===== src/design/dcr_defs.svh =====
// Offsets, field positions, reset values and timing counts of the control registers
`ifndef DCR_DEFS_SVH
`define DCR_DEFS_SVH
`define DCR_OFF_ADDR 8'h00
`define DCR_OFF_RESET 8'h01
`define DCR_OFF_CFG 8'h02
`define DCR_ADDR_SRC_BIT 0
`define DCR_LOGIC_RST_BIT 0
`define DCR_FULL_RST_BIT 1
`define DCR_SLEEP_SEL_BIT 4
`define DCR_OSC_FB_BIT 5
`define DCR_OVR_BIT 6
`define DCR_OE_BIT 7
`define DCR_RESET_RST 8'h00
`define DCR_CFG_RST 8'h00
`define DCR_CFG_WMASK 8'hf0
`define DCR_RESET_WMASK 8'h03
`define DCR_PULSE_NS 100
`define DCR_CLK_NS 100
`define DCR_PULSE_CYC ((`DCR_PULSE_NS + `DCR_CLK_NS - 1) / `DCR_CLK_NS)
`endif


===== src/design/dcr_pkg.sv =====
// Types shared by the control register block
package dcr_pkg;
    typedef logic [7:0] dcr_byte_type;
    typedef logic [6:0] dcr_addr_type;
endpackage


===== src/design/dcr_regs.sv =====
// Address, soft reset and output behaviour control registers
`timescale 1ns/1ns
`include "dcr_defs.svh"

// How it works
// RULE_01 - Address register bits 7..1 hold the bus address, defaulting to strap.
// RULE_02 - Bit 0 clear uses strap address; set uses register address.
// RULE_03 - Reset bit 1 resets all logic and registers, then self-clears.
// RULE_04 - Full reset reloads strap-loaded registers from the original strap sample.
// RULE_05 - Reset bit 0 resets logic but keeps registers, then self-clears.
// RULE_06 - Config bit 7 gives output enable under override; otherwise forced to 1.
// RULE_07 - Software should pulse the logic reset after raising output enable.
// RULE_08 - Config bit 6 selects default behaviour or register override values.
// RULE_09 - Config bit 5 puts oscillator clock on pixel clock output when unlocked.
// RULE_10 - Config bit 4 gives the sleep-state override for the unlocked outputs.
// RULE_11 - Without override the sleep-state select is forced to 1.
// RULE_12 - Reserved bits read zero and ignore writes.
module dcr_regs
(
    // Clock and reset
    input wire logic clk,
    input wire logic rst,
    // Register access from the two-wire bus decoder
    input wire logic regWrEn,
    input wire logic regRdEn,
    input wire dcr_pkg::dcr_byte_type regAddr,
    input wire dcr_pkg::dcr_byte_type regWrData,
    output dcr_pkg::dcr_byte_type regRdData,
    // Pins and link status
    input wire dcr_pkg::dcr_addr_type addrStrapPin,
    input wire logic linkLocked,
    // Controls to the rest of the device
    output dcr_pkg::dcr_addr_type ownBusAddr,
    output logic digitalReset,
    output logic registerReset,
    output logic outputEnable,
    output logic unlockedStateSel,
    output logic fallbackOscToPixclk
);
    import dcr_pkg::*;

    // ==========================================================
    // Strap capture
    dcr_addr_type strapSync;
    dcr_addr_type strap_reg;
    dcr_addr_type strap_next;
    logic strapValid_reg;
    logic strapValid_next;

    genvar gi;
    generate
        for (gi = 0; gi < 7; gi = gi + 1)
        begin : g_sync
            dcr_sync u_sync
            (
                .clk(clk),
                .rst(rst),
                .din(addrStrapPin[gi]),
                .dout(strapSync[gi])
            );
        end
    endgenerate

    // ==========================================================
    // Register state
    dcr_byte_type addr_reg;
    dcr_byte_type addr_next;
    dcr_byte_type cfg_reg;
    dcr_byte_type cfg_next;
    dcr_byte_type rd_reg;
    dcr_byte_type rd_next;
    logic fullRst_reg;
    logic fullRst_next;
    logic logicRst_reg;
    logic logicRst_next;
    logic [1:0] warm_reg;
    logic [1:0] warm_next;

    // Strap sampled once, after the synchroniser has filled
    always_comb
    begin
        warm_next = (warm_reg == 2'd3) ? warm_reg : warm_reg + 2'd1;
        strapValid_next = strapValid_reg;
        strap_next = strap_reg;
        if (!strapValid_reg && warm_reg == 2'd3)
        begin
            strapValid_next = 1'b1;
            strap_next = strapSync;
        end
    end

    // Register writes; a full soft reset wins over any write
    always_comb
    begin
        addr_next = addr_reg;
        cfg_next = cfg_reg;
        fullRst_next = 1'b0;
        logicRst_next = 1'b0;
        if (!strapValid_reg && warm_reg == 2'd3)
            addr_next = {strapSync, 1'b0}; // see RULE_01
        if (fullRst_reg)
        begin
            addr_next = {strap_reg, 1'b0}; // see RULE_04
            cfg_next = `DCR_CFG_RST; // see RULE_03
        end
        else if (regWrEn)
        begin
            unique case (regAddr)
                `DCR_OFF_ADDR: addr_next = regWrData; // see RULE_01
                `DCR_OFF_RESET:
                begin
                    // Self-clearing: high only in the cycle after a write that sets the bit
                    fullRst_next = regWrData[`DCR_FULL_RST_BIT]; // see RULE_03
                    logicRst_next = regWrData[`DCR_LOGIC_RST_BIT]; // see RULE_05
                end
                `DCR_OFF_CFG: cfg_next = regWrData & `DCR_CFG_WMASK; // see RULE_12
                default: addr_next = addr_reg;
            endcase
        end
    end

    // Read data from a register; reset bits read back zero after self-clear
    always_comb
    begin
        rd_next = rd_reg;
        if (regRdEn)
        begin
            unique case (regAddr)
                `DCR_OFF_ADDR: rd_next = addr_reg;
                `DCR_OFF_RESET: rd_next = {6'h00, fullRst_reg, logicRst_reg} & `DCR_RESET_WMASK;
                `DCR_OFF_CFG: rd_next = cfg_reg & `DCR_CFG_WMASK; // see RULE_12
                default: rd_next = 8'h00;
            endcase
        end
    end

    // Registering of all state
    always_ff @(posedge clk)
    begin
        if (rst)
        begin
            addr_reg <= 8'h00;
            cfg_reg <= `DCR_CFG_RST;
            rd_reg <= 8'h00;
            fullRst_reg <= 1'b0;
            logicRst_reg <= 1'b0;
            warm_reg <= 2'd0;
            strap_reg <= 7'h00;
            strapValid_reg <= 1'b0;
        end
        else
        begin
            addr_reg <= addr_next;
            cfg_reg <= cfg_next;
            rd_reg <= rd_next;
            fullRst_reg <= fullRst_next;
            logicRst_reg <= logicRst_next;
            warm_reg <= warm_next;
            strap_reg <= strap_next;
            strapValid_reg <= strapValid_next;
        end
    end

    // ==========================================================
    // Derived controls
    logic ovr;
    assign ovr = cfg_reg[`DCR_OVR_BIT]; // see RULE_08
    assign ownBusAddr = addr_reg[`DCR_ADDR_SRC_BIT] ? addr_reg[7:1] : strap_reg; // see RULE_02
    assign outputEnable = ovr ? cfg_reg[`DCR_OE_BIT] : 1'b1; // see RULE_06
    assign unlockedStateSel = ovr ? cfg_reg[`DCR_SLEEP_SEL_BIT] : 1'b1; // see RULE_10 RULE_11
    assign fallbackOscToPixclk = cfg_reg[`DCR_OSC_FB_BIT] & ~linkLocked; // see RULE_09
    // Both soft resets hit the logic; only the full one clears registers
    assign digitalReset = fullRst_reg | logicRst_reg; // see RULE_05
    assign registerReset = fullRst_reg; // see RULE_03
    assign regRdData = rd_reg;

    // ==========================================================
    // Checks
    property p_full_reload;
        @(posedge clk) disable iff (rst)
        fullRst_reg |=> (addr_reg == {$past(strap_reg), 1'b0}) && (cfg_reg == 8'h00);
    endproperty
    a_full_reload: assert property (p_full_reload) else $error("full reset reload wrong"); // see RULE_04

    property p_self_clear;
        @(posedge clk) disable iff (rst)
        (regWrEn && regAddr == `DCR_OFF_RESET && regWrData[`DCR_FULL_RST_BIT] && !fullRst_reg)
            |=> registerReset ##1 !registerReset;
    endproperty
    a_self_clear: assert property (p_self_clear) else $error("full reset not one pulse"); // see RULE_03

    property p_logic_keep;
        @(posedge clk) disable iff (rst)
        (logicRst_reg && !fullRst_reg) |-> digitalReset && !registerReset && $stable(cfg_reg);
    endproperty
    a_logic_keep: assert property (p_logic_keep) else $error("logic reset touched registers"); // see RULE_05

    property p_oe_default;
        @(posedge clk) disable iff (rst)
        !cfg_reg[6] |-> outputEnable && unlockedStateSel;
    endproperty
    a_oe_default: assert property (p_oe_default) else $error("defaults not forced"); // see RULE_06

    property p_ovr_vals;
        @(posedge clk) disable iff (rst)
        cfg_reg[6] |-> outputEnable == cfg_reg[7] && unlockedStateSel == cfg_reg[4];
    endproperty
    a_ovr_vals: assert property (p_ovr_vals) else $error("override values wrong"); // see RULE_08

    property p_osc;
        @(posedge clk) disable iff (rst)
        fallbackOscToPixclk == (cfg_reg[5] && !linkLocked);
    endproperty
    a_osc: assert property (p_osc) else $error("oscillator fallback wrong"); // see RULE_09

    property p_addr_sel;
        @(posedge clk) disable iff (rst)
        (regWrEn && regAddr == `DCR_OFF_ADDR && regWrData[`DCR_ADDR_SRC_BIT] && !fullRst_reg)
            |=> {ownBusAddr, 1'b1} == $past(regWrData);
    endproperty
    a_addr_sel: assert property (p_addr_sel) else $error("address source wrong"); // see RULE_02

    property p_addr_wr;
        @(posedge clk) disable iff (rst)
        (regWrEn && regAddr == 8'h00 && !fullRst_reg) |=> addr_reg == $past(regWrData);
    endproperty
    a_addr_wr: assert property (p_addr_wr) else $error("address write lost"); // see RULE_01

    property p_rsvd;
        @(posedge clk) disable iff (rst)
        cfg_reg[3:0] == 4'h0;
    endproperty
    a_rsvd: assert property (p_rsvd) else $error("reserved bits set"); // see RULE_12

    c_full: cover property (@(posedge clk) disable iff (rst) registerReset);
    c_logic: cover property (@(posedge clk) disable iff (rst) digitalReset && !registerReset);
    c_ovr: cover property (@(posedge clk) disable iff (rst) cfg_reg[6] && !outputEnable);
    c_osc: cover property (@(posedge clk) disable iff (rst) fallbackOscToPixclk);
endmodule


===== src/design/dcr_sync.sv =====
// Two flip-flop synchroniser for one pin bit
`timescale 1ns/1ns
module dcr_sync
(
    // Clock and reset
    input wire logic clk,
    input wire logic rst,
    // Pin side and synchronised side
    input wire logic din,
    output logic dout
);
    logic stage1_reg;
    logic stage1_next;
    logic stage2_reg;
    logic stage2_next;

    // First stage is read by the second stage only
    always_comb
    begin
        stage1_next = din;
        stage2_next = stage1_reg;
    end

    // Register both stages
    always_ff @(posedge clk)
    begin
        if (rst)
        begin
            stage1_reg <= 1'b0;
            stage2_reg <= 1'b0;
        end
        else
        begin
            stage1_reg <= stage1_next;
            stage2_reg <= stage2_next;
        end
    end

    assign dout = stage2_reg;
endmodule


===== config.mk =====
export PLATFORM = sky130hd
export DESIGN_NAME = dcr_regs
export DESIGN_NICKNAME = d
export VERILOG_FILES = /design/src/design/dcr_pkg.sv /design/src/design/dcr_regs.sv /design/src/design/dcr_sync.sv
export VERILOG_INCLUDE_DIRS = /design/src /design/src/design
export SDC_FILE = /design/constraint.sdc
export NUM_CORES = 1
export LEC_CHECK = 0
export BUFFER_PORTS_ARGS = -buffer_cell sky130_fd_sc_hd__buf_2
export CAP_MARGIN = 20
export CORE_MARGIN = 1.5
export CORE_UTILIZATION = 45
export DETAILED_ROUTE_END_ITERATION = 8
export MAX_ROUTING_LAYER = met4
export PLACE_DENSITY = 0.71
export SLEW_MARGIN = 20
export SYNTH_ARGS = -nofsm -noshare
export SYNTH_HDL_FRONTEND = slang
export SYNTH_HIERARCHICAL = 1
export SYNTH_SLANG_ARGS = --single-unit

===== constraint.sdc =====
create_clock -name clk -period 5.22 [get_ports clk]
set_clock_uncertainty 0.15 [all_clocks]
set_input_delay 0.261 -clock clk [delete_from_list [all_inputs] [get_ports clk]]
set_output_delay 0.261 -clock clk [all_outputs]
set_load 0.005 [all_outputs]

==> flow_summary.ini <==
[global_routing]
gr-total-overflow = 0
grt_max_degree = 42
grt_pass1_vias = 1577
grt_pass1_wl_mm = 7.14
grtUsageTotal_pct = 18.7
antenna_found_initial = 0

[worst_setup_path]
crit_chain = ha_1 > nor2b_1 > mux2_2 > a221oi_1 > a221oi_1
critPathMostFrequentCell = a221oi_1
timing.critical_path.buf_inv = 0
slowest_delay_ps = 580
crit_type = register to register
cpLargestDelayFamily = simple AND/OR/NAND/NOR gates
end_kind = register
worst_r2r_path_depth = 5
rr_endpoint = addr_reg[3]$_SDFFE_PP0P_
worstPathRequired_ps = 5220
crit_path_max_fanout = 10
arrival_ps = 2290
rrSetupSlack_ps = 2930
cp-start-kind = register
r2r-start = warm_reg[0]$_SDFFE_PP0P_
crit_slowest_cell = nor2b_1

[floorplan]
rows = 24
die_y_um = 69.8
fp.dieW_um = 69.8
dieArea_mm2 = 0.00488
start_util_pct = 46.5
io_pins = 48
core_region_area_mm2 = 0.00432

[synth]
synth_area_mm2 = 0.00201
ys.warnings.count = 6
syn_nets = 258
syn_area_per_cell_um2 = 8.77
yosysMostFrequentCell = dfxtp_1
synth_edf_count = 0
async_reset_ff_share_pct = 0
yosysTopAreaCell = dfxtp_1
syn_inst = 229
synthTopCellsByArea = dfxtp_1 46%, nand2_1 6.2%, mux2_2 6.2%, nor2b_1 5.3%, a21oi_1 4.2%
synth_flop_cell = dfxtp_1
synth_common_cells = 46 x dfxtp_1, 33 x nand2_1, 17 x a21oi_1, 17 x nor2b_1, 16 x nor2_1
synth_seq_cells = 46
yosysSeqAreaShare_pct = 45.8
ys_types = 36
synth_top_area_share_pct = 45.8

[clock_tree]
cts-buffers-inserted = 5
cts_tree = yes
ctsResizeCount = 0
clk_pin_slew_ps = 80
ctsHtreeMaxLevel = 2
root_buffer = clkbuf_8
post_cts_buffers = 0
clkSinkCount = 46
insertion_delay_ps = 300
clk_path_buf_depth = 2
ctsHoldBuffers = 0

[timing]
min_period_ps = 2290
post-route-period-util_pct = 43.9
relSlewSlack_pct = 51.8
maxSlewViolCount = 0
fin_setup_tns_ps = 0
setup_viol = 0
fmax_ghz = 0.436
tightest_slew_ps = 724
finalHoldViolations = 0
grt_setup_unrepaired = false

[cells_and_area]
antennaDiodeCount = 0
synthToLayoutAreaGrowth_pct = 17.2
drive_gt1_share_pct = 26.6
nFillCells = 424
final_nets = 299
stdcell_area_mm2 = 0.00235

[placed_design]
port_buffers = 47
post_dp_cell_area_mm2 = 0.00226
post-dp-hpwl_mm = 2.98
gp_congestion = 0.837

[worst_hold_path]
min_to = g_sync[4].u_sync/stage1_reg$_SDFF_PP0_
hold_class = input port to register
hold_path_depth = 2
hp-start = addrStrapPin[4]

[drt]
drt_iter0_drc = 83
avgRoutedWirePerCell_um = 13.3
viasPerCell = 5.29
finalWirelength_mm = 4.29
drc = 0
dr.pass1.iters = 5
antenna_left = 0
via_count = 1709

[power_and_ir_drop]
combPwrFrac_pct = 10.2
sw_frac_of_total_pct = 24.9
pwr-share-seq_pct = 55.8
vdd_drop_max_uv = 173
switchingPower_uw = 166
clock_power_share_pct = 34.0
p_leak_nw = 0.946
p_int_uw = 500
powerDensity_mw_per_mm2 = 283

[job]
maxCapViolCount = 0

[status]
status = finished, final reports clean
[logic make-up (layout without fill, tap and decap cells)]
group,Yosys count,count (layout),synth area share [%]
and+or+nand+nor,100,100,25.7
muxes,16,16,8.66
AOI/OAI and AO/OA,47,47,15.1
xor gates and xnor gates,2,2,0.872
DFF,46,46,45.8
buffers and inverters,17,59,3.24
adders and majority gates,1,1,0.623
[metal layers]
metal	share of wire (%)	global-route usage (%)	up-vias
li1	-	-	875
met1	47	24.1	775
met2	46	28.4	53
met3	5.9	5.96	6
met4	1.2	5.34	0
met5	0	-	-
[worst max path at each step]
stage	startpoint	end	slack, ps	cells after the start
after global routing	warm_reg[0]$_SDFFE_PP0P_	addr_reg[3]$_SDFFE_PP0P_	2780	5
after floorplan	warm_reg[0]$_SDFFE_PP0P_	addr_reg[3]$_SDFFE_PP0P_	3240	6
after global placement	regAddr[3]	cfg_reg[5]$_SDFFE_PP0P_	2980	6
final	warm_reg[0]$_SDFFE_PP0P_	addr_reg[3]$_SDFFE_PP0P_	2930	5
after CTS	warm_reg[0]$_SDFFE_PP0P_	addr_reg[3]$_SDFFE_PP0P_	2910	5
after detailed placement	warm_reg[0]$_SDFFE_PP0P_	addr_reg[3]$_SDFFE_PP0P_	2920	5
[power by group through the flow]
stage / clock network, mW / registers, mW / logic, mW
detailed placement: 0 / 0.379 / 0.0681
global placement: 0 / 0.379 / 0.0667
floorplan: 0 / 0.377 / 0.0465
finish: 0.226 / 0.371 / 0.0680
CTS: 0.232 / 0.371 / 0.0684
global route: 0.247 / 0.373 / 0.0761
[area by class of cell]
class | instances | area, um2 | share of cell area (%)
multi-input combinational | 166 | 1020 | 43.5
inverter | 4 | 15.0 | 0.638
timing repair buffer | 47 | 235 | 9.99
clock inverter | 2 | 12.5 | 0.531
sequential | 46 | 921 | 39.1
clock buffer | 6 | 82.6 | 3.51
tap | 52 | 65.1 | 2.76
[worst reg2reg max path, delay by kind of cell (launching register included)]
kind	cells	cell delay, ps
DFF	1	350
AOI/OAI and AO/OA	2	380
adders and majority gates	1	260
muxes	1	420
and+or+nand+nor	1	580
[cell usage in the layout (no fill, tap or decap), types with 2 or more instances in the layout]
master / count
a21oi_1: 17
a221oi_1: 7
and3_1: 5
buf_2: 47
clkbuf_8: 6
dfxtp_1: 46
inv_1: 4
mux2_2: 11
mux2i_1: 5
nand2_1: 33
nand2b_1: 12
nand3_1: 10
nor2_1: 16
nor2b_1: 17
o21ai_0: 7
o221ai_1: 4
o22ai_1: 3
or2_2: 2
[per-stage QoR]
| stage | hold slack, ps | setup WS, ps | utilization, % | power (mW) | instances |
|---|---|---|---|---|---|
| after global routing | 11.2 | 2780 | 54.5 | 0.696 | 323 |
| final | 13.9 | 2930 | 54.5 | 0.665 | 323 |
| after floorplan | 183 | 3240 | - | 0.423 | 229 |
| after global placement | 270 | 2980 | 52.3 | 0.445 | 315 |
| after CTS | 8.34 | 2910 | 54.5 | 0.671 | 323 |
| after detailed placement | 274 | 2920 | 52.3 | 0.447 | 315 |
Note: power is estimated with default switching activity, not from simulation.
